$ cat config.mk
export PLATFORM = sky130hd
export DESIGN_NAME = sca_slave
export DESIGN_NICKNAME = d
export VERILOG_FILES = /design/src/verilog/sca_pkg.sv /design/src/verilog/sca_pin_sync.sv /design/src/verilog/sca_slave.sv
export SDC_FILE = /design/constraint.sdc
export NUM_CORES = 1
export LEC_CHECK = 0
export BUFFER_PORTS_ARGS = -buffer_cell sky130_fd_sc_hd__buf_2
export CORE_MARGIN = 2
export CORE_UTILIZATION = 60
export DETAILED_ROUTE_END_ITERATION = 12
export PLACE_DENSITY = 0.81
export SYNTH_ARGS = -nofsm -noshare
export SYNTH_HDL_FRONTEND = slang
export SYNTH_SLANG_ARGS = --single-unit
export TNS_END_PERCENT = 5
$ cat constraint.sdc
create_clock -name clk -period 4.9 [get_ports clk]
set_clock_uncertainty 0.15 [all_clocks]
set_input_delay 0.245 -clock clk [delete_from_list [all_inputs] [get_ports clk]]
set_output_delay 0.245 -clock clk [all_outputs]
set_load 0.03 [all_outputs]
$ cat src/verilog/sca_pkg.sv
// Purpose : shared constants and types of the sideband configuration access slave
// Assumes : 200 MHz core clock, serial pins sampled through a three-stage synchroniser
// Notes   : every offset, code and reset value of the block is named here once
package sca_pkg;

    ////////////////////////////////////////////////////////////////////////////
    // smbus command codes and fixed byte count
    localparam logic [7:0] SCA_CODE_SETUP   = 8'hBA;    // block write read setup
    localparam logic [7:0] SCA_CODE_BREAD   = 8'hBD;    // block read
    localparam logic [7:0] SCA_CODE_CALL    = 8'hCD;    // block write/read process call
    localparam logic [7:0] SCA_BYTE_COUNT   = 8'h04;    // four bytes each way
    localparam logic [7:0] SCA_IDLE_BYTE    = 8'hFF;    // sent past the last defined byte

    ////////////////////////////////////////////////////////////////////////////
    // command byte fields
    localparam logic [2:0] SCA_CMD_WRITE    = 3'h3;     // register write
    localparam logic [2:0] SCA_CMD_READ     = 3'h4;     // register read
    localparam logic [4:0] SCA_PORT_MAX     = 5'h05;    // highest legal port select
    localparam int         SCA_SMB_CMD_IDX  = 3;        // first command byte after count
    localparam int         SCA_I2C_CMD_IDX  = 1;        // first command byte, plain i2c
    localparam int         SCA_I2C_LAST     = 8;        // byte index of fourth data byte

    ////////////////////////////////////////////////////////////////////////////
    // slave address control register, upstream port, offset 344h
    localparam logic [11:0] SCA_CTRL_OFFSET = 12'h344;
    localparam logic [9:0]  SCA_CTRL_DWORD  = SCA_CTRL_OFFSET[11:2];
    localparam logic [4:0]  SCA_CTRL_PORT   = 5'h00;    // upstream port
    localparam logic [31:0] SCA_CTRL_RESET  = 32'h0000_0000;
    localparam logic [3:0]  SCA_ADDR_HIGH   = 4'hD;     // address bits 6:3 = 1101
    localparam logic [2:0]  SCA_BOOT_CYCLES = 3'h7;     // wait for strap synchroniser

    ////////////////////////////////////////////////////////////////////////////
    // packet error code
    localparam logic [7:0] SCA_PEC_POLY     = 8'h07;    // x^8 + x^2 + x + 1
    localparam logic [7:0] SCA_PEC_INIT     = 8'h00;

    ////////////////////////////////////////////////////////////////////////////
    // byte engine states and recognised protocols
    typedef enum logic [1:0] {SCA_IDLE, SCA_RX, SCA_TX} sca_mode_t;
    typedef enum logic [1:0] {SCA_P_I2C, SCA_P_SETUP, SCA_P_BREAD, SCA_P_CALL} sca_proto_t;

endpackage

$ cat src/verilog/sca_pin_sync.sv
// Purpose : three-stage synchroniser with agreement filter for pin inputs
// Assumes : inputs are asynchronous to clk
// Notes   : output moves only when stages two and three agree
`timescale 1ns/10ps
module sca_pin_sync #(
    parameter int W = 1
) (
    input  wire logic         clk,
    input  wire logic         resetn,
    input  wire logic [W-1:0] d,
    output logic      [W-1:0] q
);

    ////////////////////////////////////////////////////////////////////////////
    // one filtered lane per input bit
    genvar i;
    generate
        for (i = 0; i < W; i++) begin : g_lane
            logic s1;   // first stage, read only by s2
            logic s2;   // second stage
            logic s3;   // third stage
            // shift chain and agreement filter
            always_ff @(posedge clk or negedge resetn) begin
                if (!resetn) begin
                    s1   <= 1'b0;
                    s2   <= 1'b0;
                    s3   <= 1'b0;
                    q[i] <= 1'b0;
                end else begin
                    s1 <= d[i];
                    s2 <= s1;
                    s3 <= s2;
                    if (s2 == s3) begin
                        q[i] <= s3;
                    end
                end
            end
        end
    endgenerate

endmodule

$ cat src/verilog/sca_slave.sv
// Purpose : serial slave giving an smbus or i2c master access to configuration registers
// Assumes : cfg_ack pulses once per cfg_req, with cfg_rdata valid on that cycle
// Notes   : the slave never stretches scl; bytes are handled at 200 MHz sampling
`timescale 1ns/10ps
module sca_slave (
    input  wire logic        clk,
    input  wire logic        resetn,
    input  wire logic        scl_in,
    output logic             scl_out,
    output logic             scl_oe_n,
    input  wire logic        sda_in,
    output logic             sda_out,
    output logic             sda_oe_n,
    input  wire logic [2:0]  addr_strap,
    output logic             cfg_req,
    output logic             cfg_we,
    output logic [4:0]       cfg_port,
    output logic [3:0]       cfg_be,
    output logic [9:0]       cfg_addr,
    output logic [31:0]      cfg_wdata,
    input  wire logic [31:0] cfg_rdata,
    input  wire logic        cfg_ack
);

    ////////////////////////////////////////////////////////////////////////////
    // state of the whole block
    typedef struct packed {
        sca_pkg::sca_mode_t  mode;    // byte engine state
        sca_pkg::sca_proto_t proto;   // protocol of current write segment
        logic [3:0]          bitcnt;  // 0..7 data bits, 8 ack slot, 15 after start
        logic [7:0]          shift;   // byte on the wire
        logic [3:0]          idx;     // byte index within write segment
        logic [2:0]          tidx;    // byte index within read segment
        logic                rd;      // address byte asked for read
        logic                in_txn;  // between start and stop
        logic                mack;    // master acked last sent byte
        logic [3:0][7:0]     cmd;     // latched command bytes
        logic [31:0]         rdata;   // register value to return
        logic [7:0]          crc;     // running packet error code
        logic                scl_d;   // previous filtered scl
        logic                sda_d;   // previous filtered sda
        logic                oe_n;    // sda released when high
        logic                req;     // config access outstanding
        logic                we;      // access is a write
        logic [4:0]          port;    // access port select
        logic [3:0]          be;      // access byte enables
        logic [9:0]          addr;    // access dword address
        logic [31:0]         wdata;   // collected write data
        logic [31:0]         ctrl;    // slave address control register
        logic [2:0]          boot;    // strap capture delay
        logic                loaded;  // strap address captured
    } sca_state_t;

    sca_state_t s;       // registered state
    sca_state_t next_s;  // next state
    logic       scl;     // filtered scl
    logic       sda;     // filtered sda
    logic [2:0] strap;   // filtered address straps

    ////////////////////////////////////////////////////////////////////////////
    // pin synchronisers
    sca_pin_sync #(.W(5)) u_sync (
        .clk    (clk),
        .resetn (resetn),
        .d      ({scl_in, sda_in, addr_strap}),
        .q      ({scl, sda, strap})
    );

    ////////////////////////////////////////////////////////////////////////////
    // helpers
    // one bit of crc-8
    function automatic logic [7:0] crc_step(input logic [7:0] c, input logic b);
        return {c[6:0], 1'b0} ^ ((c[7] ^ b) ? sca_pkg::SCA_PEC_POLY : 8'h00);
    endfunction

    // byte returned at a read-segment index
    function automatic logic [7:0] tx_byte(input logic [2:0] t, input sca_state_t st);
        unique case (t)
            3'd0:    return sca_pkg::SCA_BYTE_COUNT;
            3'd1:    return st.rdata[31:24];
            3'd2:    return st.rdata[23:16];
            3'd3:    return st.rdata[15:8];
            3'd4:    return st.rdata[7:0];
            3'd5:    return st.crc;
            default: return sca_pkg::SCA_IDLE_BYTE;
        endcase
    endfunction

    // command byte fields
    logic [4:0] c_port;   // five-bit port select
    logic [9:0] c_addr;   // dword address
    logic       c_ok;     // port in range
    logic       c_self;   // targets the control register
    assign c_port = {s.cmd[1][3:0], s.cmd[2][7]};
    assign c_addr = {s.cmd[2][1:0], s.cmd[3]};
    assign c_ok   = (c_port <= sca_pkg::SCA_PORT_MAX);
    assign c_self = (c_port == sca_pkg::SCA_CTRL_PORT) && (c_addr == sca_pkg::SCA_CTRL_DWORD);

    ////////////////////////////////////////////////////////////////////////////
    // next state
    always_comb begin
        logic       start;
        logic       stop;
        logic       rise;
        logic       fall;
        logic       smb;
        logic [3:0] k;
        logic [7:0] b;
        logic [7:0] nb;
        next_s = s;
        start  = scl && s.scl_d && s.sda_d && !sda;
        stop   = scl && s.scl_d && !s.sda_d && sda;
        rise   = scl && !s.scl_d;
        fall   = !scl && s.scl_d;
        smb    = (s.proto != sca_pkg::SCA_P_I2C);
        k      = smb ? 4'(s.idx - 4'(sca_pkg::SCA_SMB_CMD_IDX))
                     : 4'(s.idx - 4'(sca_pkg::SCA_I2C_CMD_IDX));
        b      = s.shift;
        nb     = 8'h00;
        next_s.scl_d = scl;
        next_s.sda_d = sda;
        // config access completion, served whatever the link does
        if (s.req && cfg_ack) begin
            next_s.req = 1'b0;
            if (!s.we) begin
                next_s.rdata = cfg_rdata;
            end
        end
        // strap address capture after reset release
        if (!s.loaded) begin
            next_s.boot = s.boot + 3'd1;
            if (s.boot == sca_pkg::SCA_BOOT_CYCLES) begin
                next_s.ctrl[7:1] = {sca_pkg::SCA_ADDR_HIGH, strap};
                next_s.loaded    = 1'b1;
            end
        end
        if (start) begin
            // start or repeated start, pec spans the whole transaction
            if (!s.in_txn) begin
                next_s.crc = sca_pkg::SCA_PEC_INIT;
            end
            next_s.in_txn = 1'b1;
            next_s.mode   = sca_pkg::SCA_RX;
            next_s.bitcnt = 4'hF;   // scl fall that closes the start is not a bit
            next_s.idx    = 4'd0;
            next_s.rd     = 1'b0;
            next_s.oe_n   = 1'b1;
        end else if (stop) begin
            next_s.in_txn = 1'b0;
            next_s.mode   = sca_pkg::SCA_IDLE;
            next_s.oe_n   = 1'b1;
        end else if (s.mode != sca_pkg::SCA_IDLE) begin
            // sample bits on rising scl
            if (rise) begin
                if (s.bitcnt < 4'd8) begin
                    next_s.shift = {s.shift[6:0], sda};
                end else if (s.mode == sca_pkg::SCA_TX) begin
                    next_s.mack = !sda;
                end
            end
            // drive sda on falling scl
            if (fall) begin
                if (s.bitcnt == 4'd7) begin
                    next_s.bitcnt = 4'd8;
                    // pec over whole bytes only, so a half slot before sr is not counted
                    for (int j = 7; j >= 0; j--) begin
                        next_s.crc = crc_step(next_s.crc, s.shift[j]);
                    end
                    next_s.oe_n   = 1'b1;
                    if (s.mode == sca_pkg::SCA_RX) begin
                        next_s.idx = (s.idx == 4'hF) ? s.idx : 4'(s.idx + 4'd1);
                        if (s.idx == 4'd0) begin
                            // address byte against control field
                            if (b[7:1] == s.ctrl[7:1]) begin
                                next_s.oe_n = 1'b0;
                                next_s.rd   = b[0];
                                next_s.tidx = 3'd0;
                                if (b[0]) begin
                                    // fetch register for the read
                                    if (s.cmd[0][2:0] != sca_pkg::SCA_CMD_READ || !c_ok) begin
                                        next_s.rdata = 32'h0000_0000;
                                    end else if (c_self) begin
                                        next_s.rdata = s.ctrl;
                                    end else begin
                                        next_s.req  = 1'b1;
                                        next_s.we   = 1'b0;
                                        next_s.port = c_port;
                                        next_s.be   = s.cmd[2][5:2];
                                        next_s.addr = c_addr;
                                    end
                                end
                            end else begin
                                next_s.mode = sca_pkg::SCA_IDLE;
                            end
                        end else if (s.idx == 4'd1) begin
                            // first byte picks smbus code or i2c command
                            next_s.oe_n = 1'b0;
                            unique case (b)
                                sca_pkg::SCA_CODE_SETUP: next_s.proto = sca_pkg::SCA_P_SETUP;
                                sca_pkg::SCA_CODE_BREAD: next_s.proto = sca_pkg::SCA_P_BREAD;
                                sca_pkg::SCA_CODE_CALL:  next_s.proto = sca_pkg::SCA_P_CALL;
                                default: begin
                                    next_s.proto  = sca_pkg::SCA_P_I2C;
                                    next_s.cmd[0] = b;
                                end
                            endcase
                        end else if (smb || s.idx <= 4'(sca_pkg::SCA_I2C_LAST)) begin
                            next_s.oe_n = 1'b0;
                            if (k < 4'd4) begin
                                next_s.cmd[k[1:0]] = b;
                            end else if (!smb) begin
                                next_s.wdata = {s.wdata[23:0], b};
                                if (s.idx == 4'(sca_pkg::SCA_I2C_LAST)) begin
                                    // commit only a valid write
                                    if (s.cmd[0][2:0] == sca_pkg::SCA_CMD_WRITE && c_ok) begin
                                        if (c_self) begin
                                            for (int j = 0; j < 4; j++) begin
                                                if (s.cmd[2][2+j]) begin
                                                    next_s.ctrl[8*j +: 8] =
                                                        next_s.wdata[8*j +: 8];
                                                end
                                            end
                                        end else begin
                                            next_s.req  = 1'b1;
                                            next_s.we   = 1'b1;
                                            next_s.port = c_port;
                                            next_s.be   = s.cmd[2][5:2];
                                            next_s.addr = c_addr;
                                        end
                                    end
                                end
                            end
                        end
                        // in plain i2c, bytes past the fourth data byte stay released
                    end
                end else if (s.bitcnt == 4'd8) begin
                    next_s.bitcnt = 4'd0;
                    next_s.oe_n   = 1'b1;
                    if (s.mode == sca_pkg::SCA_RX && s.rd) begin
                        nb            = tx_byte(3'd0, s);
                        next_s.mode   = sca_pkg::SCA_TX;
                        next_s.shift  = nb;
                        next_s.oe_n   = nb[7];
                    end else if (s.mode == sca_pkg::SCA_TX) begin
                        if (s.mack) begin
                            next_s.tidx  = (s.tidx == 3'd7) ? s.tidx : 3'(s.tidx + 3'd1);
                            nb           = tx_byte(next_s.tidx, s);
                            next_s.shift = nb;
                            next_s.oe_n  = nb[7];
                        end else begin
                            next_s.mode = sca_pkg::SCA_IDLE;
                        end
                    end
                end else begin
                    next_s.bitcnt = 4'(s.bitcnt + 4'd1);
                    if (s.mode == sca_pkg::SCA_TX) begin
                        next_s.oe_n = s.shift[7];
                    end
                end
            end
        end
    end

    ////////////////////////////////////////////////////////////////////////////
    // state register
    always_ff @(posedge clk or negedge resetn) begin
        if (!resetn) begin
            s        <= '0;
            s.mode   <= sca_pkg::SCA_IDLE;
            s.proto  <= sca_pkg::SCA_P_I2C;
            s.oe_n   <= 1'b1;
            s.crc    <= sca_pkg::SCA_PEC_INIT;
            s.ctrl   <= sca_pkg::SCA_CTRL_RESET;
            s.scl_d  <= 1'b0;
            s.sda_d  <= 1'b0;
        end else begin
            s <= next_s;
        end
    end

    ////////////////////////////////////////////////////////////////////////////
    // outputs, scl is never stretched
    assign scl_out   = 1'b0;
    assign scl_oe_n  = 1'b1;
    assign sda_out   = 1'b0;
    assign sda_oe_n  = s.oe_n;
    assign cfg_req   = s.req;
    assign cfg_we    = s.we;
    assign cfg_port  = s.port;
    assign cfg_be    = s.be;
    assign cfg_addr  = s.addr;
    assign cfg_wdata = s.wdata;
endmodule

# ---- Word level (Yosys, flattened, before mapping)
# Index checks and enable logic that the tools add are counted.
dict set report word_totals {
  register_bits 210
  in_bits 40
  out_inout_bits 57
  word_cells 325
}
dict set report classes {
  add_sub_neg 6
  magnitude_cmp 6
  n_eq_ne 59
  muxes 122
  bitwise 21
  n_reduce_logical 60
}
# cell n
set op_table {}
lappend op_table {{2-to-1 mux 86 bit} 12}
lappend op_table {{2-to-1 mux 85 bit} 6}
lappend op_table {{2-to-1 mux 32 bit} 14}
lappend op_table {{2-to-1 mux 40 bit} 4}
lappend op_table {{2-to-1 mux 8 bit} 17}
lappend op_table {{2-to-1 mux 21 bit} 6}
lappend op_table {{!= test 9 bit (second input constant)} 10}
lappend op_table {{2-to-1 mux 64 bit} 1}
lappend op_table {{XOR 8 x 3 -> 8 bit} 8}
lappend op_table {{AND reduction 15 bit} 4}
lappend op_table {{2-to-1 mux 24 bit} 2}
lappend op_table {{one-hot mux 8 bit (6 select lines)} 1}
lappend op_table {{2-to-1 mux 22 bit} 2}
lappend op_table {{2-to-1 mux 3 bit} 14}
lappend op_table {{2-to-1 mux 4 bit} 10}
lappend op_table {{!= test 8 bit (second input constant)} 5}
lappend op_table {{bitwise mux 32 bit} 1}
lappend op_table {{nonzero test 2 bit} 14}
lappend op_table {{2-to-1 mux 2 bit} 13}
lappend op_table {{== test 8 bit (second input constant)} 3}
lappend op_table {{AND reduction 11 bit} 2}
lappend op_table {{2-to-1 mux 20 bit} 1}
lappend op_table {{AND reduction 10 bit} 2}
lappend op_table {{!= test 2 bit (second input constant)} 9}
lappend op_table {{49 further kinds} 113}

# ---- Longest topological paths before layout
# Gate-level depths: netlist of run 1.
dict set report logic_depth {
  depth_word 29
  mapped_depth 11
  ltp_nobuf 8
}

# ---- Hierarchy
# A second synthesis of run 1 with hierarchy kept.
dict set report unflattened {
  hier_cells 952
  hier_area_um2 10077.2
}
# mod instances cells_per_inst area_each_um2 seq_area_each_um2
set by_module_without_submodules {}
lappend by_module_without_submodules {sca_slave 1 927 9520.4 4505.6}
lappend by_module_without_submodules {sca_pin_sync 1 25 556.8 500.5}

# ---- Worst setup path before layout of run 1
# OpenSTA, ideal clock, no wires.
dict set report synth_path {
  path_kind {register to register}
  from {register s[170] (netlist bit)}
  to {register s (netlist bit cfg_wdata[10])}
  arrival_ps 2660
  t_required_ps 4625
  path_slack_ps 1965
  stages_incl_launch_ff 11
  n_path_buf 3
  period_less_slack_ps 2935
  path_cell_list {dfrtp_1 buf_2 inv_1 ha_1 or3_1 and4_1 a31o_1 or4b_1 buf_4 buf_6 mux2_4}
}
dict set report synth_via {
  elab_chain_cells 5
  elab_cells_between_ends 14
}
# item line_no
set synth_rtl {}
lappend synth_rtl {{from (decl)} sca_slave.sv:54} ;# sca_state_t s;
lappend synth_rtl {{from (signal assigned)} sca_slave.sv:277} ;# s <= next_s;
lappend synth_rtl {{subtractor 4 x 1 -> 4 bit or subtractor 4 x 2 -> 4 bit (tied branches)} {sca_slave.sv:117, sca_slave.sv:116}}
lappend synth_rtl {{2-to-1 mux 4 bit} sca_slave.sv:116} ;# k = smb ? 4'(s.idx - 4'(sca_pkg::SCA_SMB_CMD_IDX))
lappend synth_rtl {{less-than comparator 4 x 3 -> 1 bit} sca_slave.sv:209} ;# if (k < 4'd4) begin
lappend synth_rtl {{!= test 9 bit (no line)} --}
lappend synth_rtl {{AND reduction 11 bit (no line) *} --}
# Mark *: on every way between the ends. The rest lies on a longest branch, timed or not.
# A chain may end at the register's enable or synchronous reset.

# ---- Worst setup path in the final report of run 1
dict set report layout_path {
  from {register s[170] (netlist bit)}
  to {register s (netlist bit cfg_wdata[12])}
}
# The elaborated chain is that of the path after synthesis.

==> results.sh, run 1 <==
export IMPL_ys_top_cells_by_count="199 x dfrtp_1, 105 x nand2_1, 76 x mux2_2"
export IMPL_drive_gt1_share_pct=25.7
export IMPL_via_count=7094
export IMPL_syn_cell_area_um2=10100
export IMPL_die_x_um=134
export IMPL_start_util_pct=61.3
export IMPL_clkPwrFrac_pct=35.4
export IMPL_postRouteAntennaNets=0
export IMPL_insertion_delay_ps=440
export IMPL_synth_fa_ha_area_share_pct=1.85
export IMPL_clock_root_buffer="clkbuf_16"
export IMPL_nNetsFinal=1011
export IMPL_synth_ff_type="dfrtp_1"
export IMPL_p_leak_uw=0.00547
export IMPL_multi_input_area_um2=4440
export IMPL_cts_tree="done"
export IMPL_grt_max_degree=168
export IMPL_maxSlewViolCount=0
export IMPL_antenna_found_initial=0
export IMPL_synth_xor_area_share_pct=2.95
export IMPL_met2_usage_pct=40.9
export IMPL_cellPowerDensity_nw_per_um2=363
export IMPL_die_area_um2=17900
export IMPL_grt_util_met1_pct=38.8
export IMPL_cts_sinks=200
export IMPL_post_synth_top_count_cell="dfrtp_1"
export IMPL_drt_total_wl_um=23200
export IMPL_rsz0062_at_grt="no"
export IMPL_min_period_ps=3350
export IMPL_worstSetupPathType="reg -> reg"
export IMPL_tightest_slew_ps=1210
export IMPL_ir_drop_mv=0.288
export IMPL_end_kind="register"
export IMPL_timing_slew_headroom_pct=18.6
export IMPL_outcome="complete, no violations"
export IMPL_grt_pass1_wl_um=37200
export IMPL_critPathArrivalTime_ps=3530
export IMPL_max_freq_ghz=0.298
export IMPL_min_path_type="in -> reg"
export IMPL_crit_fanout=35
export IMPL_top_usage_layer="met2"
export IMPL_postSynth_asyncResetShare_pct=100
export IMPL_p_sw_uw=1220
export IMPL_ys_seq_area_share_pct=49.4
export IMPL_crit_chain="inv_1 > ha_1 > or3_1 > and4_1 > a31o_1 > or4b_2 > buf_4 > mux2_4"
export IMPL_register_area_um2=5010
export IMPL_power_uw=4000
export IMPL_synth_top_family_by_area="multiplexers"
export IMPL_p_comb_share_pct=15.3
export IMPL_diodes=0
export IMPL_drt_iter0_markers=856
export IMPL_viasPerCell=5.95
export IMPL_synthTopCellsByArea="dfrtp_1 49%, mux2_2 8.4%, buf_4 4.1%"
export IMPL_timing_final_ws_setup_ps=1550
export IMPL_dp_hpwl_um=15900
export IMPL_syn2layout_area_growth_pct=8.83
export IMPL_path_buf_inv=2
export IMPL_critical_path_top_delay_family="simple AND/OR/NAND/NOR gates"
export IMPL_synth_top_cell_by_area="dfrtp_1"
export IMPL_fin_cells=1193
export IMPL_drc=0
export IMPL_gp_congestion=0.908
export IMPL_crit_slowest_cell="or4b_2"
export IMPL_ys_warn_count=0
export IMPL_synth_compound_area_share_pct=9.82
export IMPL_setup_viol=0
export IMPL_critPathLaunch="s[170]$_DFFE_PN0P_"
export IMPL_ys_types=75
export IMPL_hp_start="cfg_rdata[1]"
export IMPL_fill_cells=1245
export IMPL_fin_crit_sh_pct=68.4
export IMPL_io_pins=97
export IMPL_crit_path_max_incr_delay_ps=650
export IMPL_met3_usage_pct=4.88
export IMPL_internal_power_uw=2780
export IMPL_r2r_start="s[170]$_DFFE_PN0P_"
export IMPL_first_pass_iters=8
export IMPL_routedWlPerCell_um=19.4
export IMPL_cts_buffers=17
export IMPL_grt_pass1_vias=6796
export IMPL_pre_cts_ws_ps=1580
export IMPL_synth_mux_area_share_pct=15.9
export IMPL_h_tree_depth=4
export IMPL_grt_usage_pct=26.8
export IMPL_cp_data_required_time_ps=5080
export IMPL_cts_hold_buf=9
export IMPL_clk_pin_slew_worst_paths_ps=80
export IMPL_hold_viol=0
export IMPL_cts_max_path_buffers=2
export IMPL_rows=47
export IMPL_start_kind="register"
export IMPL_io_buffer_count=93
export IMPL_synthDominantCellAreaShare_pct=49.1
export IMPL_synth_seq_cells=200
export IMPL_seqPwrFrac_pct=49.3
export IMPL_dp_cells=1152
export IMPL_post_cts_buffers=0
export IMPL_swShare_pct=30.5
export IMPL_synth_edf_count=0
export IMPL_maxCapViolCount=0
export IMPL_synthSimpleGateAreaFrac_pct=13.2
export IMPL_avgSynthCellArea_um2=10.9
export IMPL_fp_coreArea_um2=16500
export IMPL_cts_repair_resized=0
export IMPL_die_height_um=134
export IMPL_final_setup_tns_ps=0
export IMPL_grt_overflow=0
export IMPL_synthCells=932
[power by group through the flow]
stage / Clock, uW / Sequential (uW) / Combinational [uW]
2_1_floorplan: 0 / 1860 / 543
3_3_place_gp: 0 / 1990 / 588
3_5_place_dp: 0 / 1990 / 603
4_1_cts: 1440 / 1960 / 612
5_1_grt: 1500 / 1990 / 682
6_report: 1420 / 1970 / 612
[area by class of cell]
cell class	count	area share, %
multi-input combinational	613	40.2
sequential	200	45.4
timing repair buffer	109	5.71
clock buffer	17	3.86
inverter	19	0.647
clock inverter	15	1.66
tap	220	2.50
[tightest hold or removal path: stages]
cell and delay [ps]:
buf_2 100, mux2i_1 60, nor2_1 90, a21o_1 90
[path summary, 6_finish.rpt]
| check | endpoint | slack, ps | cells after the start |
|---|---|---|---|
| worst max-delay path | cfg_wdata[12]$_DFFE_PN0P_ | 1550 | 8 |
| worst min-delay path | s[101]$_DFF_PN0_ | 30 | 4 |
| worst max register to register | cfg_wdata[12]$_DFFE_PN0P_ | 1550 | 8 |
| worst min register to register | u_sync.g_lane[3].s2$_DFF_PN0_ | 200 | 0 |
| max in group asynchronous | s[169]$_DFFE_PN0P_ | 3340 | 3 |
| min in group asynchronous | s[96]$_DFFE_PN0P_ | 110 | 2 |
[cell usage in the layout, fill, tap and decap left out, types with 8 or more instances in the layout]
| master | Yosys | final |
|---|---|---|
| dfrtp_1 | 199 | 199 |
| nand2_1 | 105 | 105 |
| nor2_1 | 57 | 57 |
| mux2i_1 | 35 | 35 |
| nand3_1 | 28 | 28 |
| mux2_4 | 26 | 26 |
| o21ai_0 | 59 | 59 |
| a21oi_1 | 17 | 17 |
| nor3_1 | 10 | 10 |
| a21o_1 | 10 | 10 |
| a222oi_1 | 8 | 8 |
| xnor2_1 | 24 | 24 |
| buf_2 | 11 | 92 |
| inv_1 | 19 | 19 |
| clkbuf_16 | 0 | 17 |
| mux2_2 | 76 | 76 |
| dlygate4sd3_1 | 0 | 9 |
| ha_1 | 11 | 11 |
[metal layers]
layer  routed length [um]  up-vias  share of wire (%)
met2                10900      243                 47
li1                     -     3286                  -
met3                 1340       47                5.8
met4                  625        0                2.7
met5                    0        -                  0
met1                10300     3518                 44
[per-stage QoR]
step	instance area (um^2)	hold slack (ps)	util, %
finish	11000	30.2	66.7
global placement	10300	19.0	62.5
global route	11000	23.8	66.7
floorplan	10100	-201	-
detailed placement	10300	13.6	62.5
CTS	11000	3.37	66.7
[state kept, by name, summed over array words and instances, names as in the netlist, 4 cells and up]
| name | cells |
|---|---|
| u_sync.g_lane.s3 | 5 |
| cfg_addr | 10 |
| u_sync.g_lane.s2 | 5 |
| cfg_port | 5 |
| u_sync.g_lane.s1 | 5 |
| c_port | 5 |
| cfg_wdata | 32 |
| s | 111 |
| c_addr | 10 |
| u_sync.q | 5 |
| cfg_be | 4 |
[logic make-up after synthesis]
logic type | count (synthesis)
adders and majority gates | 16
and+or+nand+nor | 273
other | 2
muxes | 138
DFF | 200
buffers and inverters | 120
AOI/OAI and AO/OA | 152
xor gates and xnor gates | 31
No activity file was read; power rests on OpenSTA's default activity.
==> run 2, diff against run 1 <==
CORE_UTILIZATION = 54   (was 60)
PLACE_DENSITY = 0.77   (was 0.81)
clock period = 2.94 ns   (was 4.9 ns; I/O delays follow)
==> run 2 against run 1 <==
Effect of this change:
- die area is 11% higher
- power is 69% higher
- highest routed layer unchanged
- non-clock buffer count is 75 higher
- largest cell class unchanged
- routed wire length is 8.0% higher
==> results.sh, run 2 (same netlist as run 1, synthesis figures left out) <==
export IMPL_largest_register="s"
export IMPL_hold_viol=0
export IMPL_viasPerCell=5.82
export IMPL_io_buffer_count=93
export IMPL_diodes=0
export IMPL_crit_chain="buf_4 > ha_1 > or3b_2 > and4_1 > buf_4 > and3_1 > a41o_1 > o211ai_1 > buf_6 > mux2_2"
export IMPL_most_common_layout_cells="199 x dfrtp_1, 105 x nand2_1, 92 x buf_2"
export IMPL_timing_slew_headroom_pct=46.2
export IMPL_cts_sinks=200
export IMPL_clock_root_buffer="clkbuf_16"
export IMPL_cellPowerDensity_nw_per_um2=578
export IMPL_setup_viol=0
export IMPL_fin_crit_sh_pct=96.3
export IMPL_grt_pass1_vias=7283
export IMPL_max_freq_ghz=0.353
export IMPL_final_common_cell="dfrtp_1"
export IMPL_largest_reg_flops=111
export IMPL_power_uw=6770
export IMPL_p_leak_uw=0.00584
export IMPL_grt_util_met1_pct=36.9
export IMPL_drt_total_wl_um=25000
export IMPL_syn2layout_area_growth_pct=15.6
export IMPL_post_cts_buffers=0
export IMPL_gp_congestion=0.914
export IMPL_min_path_type="in -> reg"
export IMPL_critPathArrivalTime_ps=3000
export IMPL_path_buf_inv=3
export IMPL_antenna_found_initial=0
export IMPL_grt_pass1_wl_um=39800
export IMPL_tightest_slew_ps=805
export IMPL_min_period_ps=2830
export IMPL_grt_max_degree=75
export IMPL_cp_data_required_time_ps=3110
export IMPL_start_kind="register"
export IMPL_pre_cts_ws_ps=65.0
export IMPL_die_area_um2=19900
export IMPL_rows=50
export IMPL_h_tree_depth=4
export IMPL_crit_fanout=13
export IMPL_cts_max_path_buffers=2
export IMPL_cts_buffers=17
export IMPL_drt_iter0_markers=779
export IMPL_crit_slowest_cell="or3b_2"
export IMPL_die_x_um=141
export IMPL_drive_gt1_share_pct=28.3
export IMPL_postRouteAntennaNets=0
export IMPL_met3_usage_pct=3.43
export IMPL_grt_usage_pct=25.8
export IMPL_cts_tree="done"
export IMPL_critical_path_top_delay_family="simple AND/OR/NAND/NOR gates"
export IMPL_insertion_delay_ps=440
export IMPL_outcome="complete, no violations"
export IMPL_rsz0062_at_grt="no"
export IMPL_routedWlPerCell_um=19.5
export IMPL_ir_drop_mv=0.453
export IMPL_dp_hpwl_um=17300
export IMPL_maxCapViolCount=0
export IMPL_io_pins=97
export IMPL_path_common_cell="buf_4"
export IMPL_fp_coreArea_um2=18600
export IMPL_top_usage_layer="met2"
export IMPL_grt_overflow=0
export IMPL_start_util_pct=54.5
export IMPL_drc=0
export IMPL_nNetsFinal=1086
export IMPL_met2_usage_pct=40.4
export IMPL_worstSetupPathType="reg -> reg"
export IMPL_end_kind="register"
export IMPL_timing_final_ws_setup_ps=109
export IMPL_final_setup_tns_ps=0
export IMPL_die_height_um=141
export IMPL_via_count=7458
export IMPL_crit_path_max_incr_delay_ps=450
export IMPL_clk_pin_slew_worst_paths_ps=70
export IMPL_maxSlewViolCount=0
export IMPL_first_pass_iters=6
run 2: path summary, 6_finish.rpt:
check                                         startpoint                       endpoint  slack [ps]  cells past startpoint
min in group asynchronous                         resetn      cfg_wdata[26]$_DFFE_PN0P_         110                      2
min reg2reg                u_sync.g_lane[3].s1$_DFF_PN0_  u_sync.g_lane[3].s2$_DFF_PN0_         200                      0
max in group asynchronous                         resetn          cfg_be[1]$_DFFE_PN0P_        1740                      3
min                                        cfg_rdata[14]               s[114]$_DFF_PN0_          30                      4
max                                   s[170]$_DFFE_PN0P_        cfg_addr[1]$_DFFE_PN0P_         110                     10
max reg2reg                           s[170]$_DFFE_PN0P_        cfg_addr[1]$_DFFE_PN0P_         110                     10
run 2: what timing repair did:
action / in CTS / in global routing
setup endpoints to repair: 0 / 44
hold buffers: 37 / 0
resized for setup: 0 / 4
endpoints found under the hold margin: 107 / 0
run 2: cell type report:
class	count	area, um^2
multi-input cells	613	4450
repair buffers	184	1320
well taps	234	293
clock inverters	14	144
inverters	19	71.3
flip-flops and latches	200	5010
clock buffers	18	429
fillers	1418	6870
run 2: metrics by stage:
| stage | instances | util (%) | hold WS, ps | cell area, um^2 |
|---|---|---|---|---|
| floorplan | 933 | - | -299 | 10100 |
| global placement | 1212 | 57.8 | 57.3 | 10700 |
| detailed placement | 1212 | 57.8 | 55.8 | 10700 |
| CTS | 1281 | 62.8 | 46.9 | 11700 |
| global route | 1282 | 63.0 | 56.9 | 11700 |
| finish | 1282 | 63.0 | 28.0 | 11700 |
run 2: layer usage:
layer | vias to the layer above | wire length, um
li1 | 3442 | -
met1 | 3682 | 11000
met5 | - | 0
met3 | 55 | 1450
met4 | 0 | 698
met2 | 279 | 11800
run 2: tightest hold or removal path: stages:
cell and delay [ps]:
buf_2 90, mux2_2 160, mux2i_1 60, nor2_1 110
run 2: power by group:
group / switching [uW] / leakage [uW] / internal [uW]
Sequential: 215 / 0.00264 / 2930
Combinational: 723 / 0.00293 / 618
Clock: 1100 / 0.000275 / 1190
Total: 2030 / 0.00584 / 4740
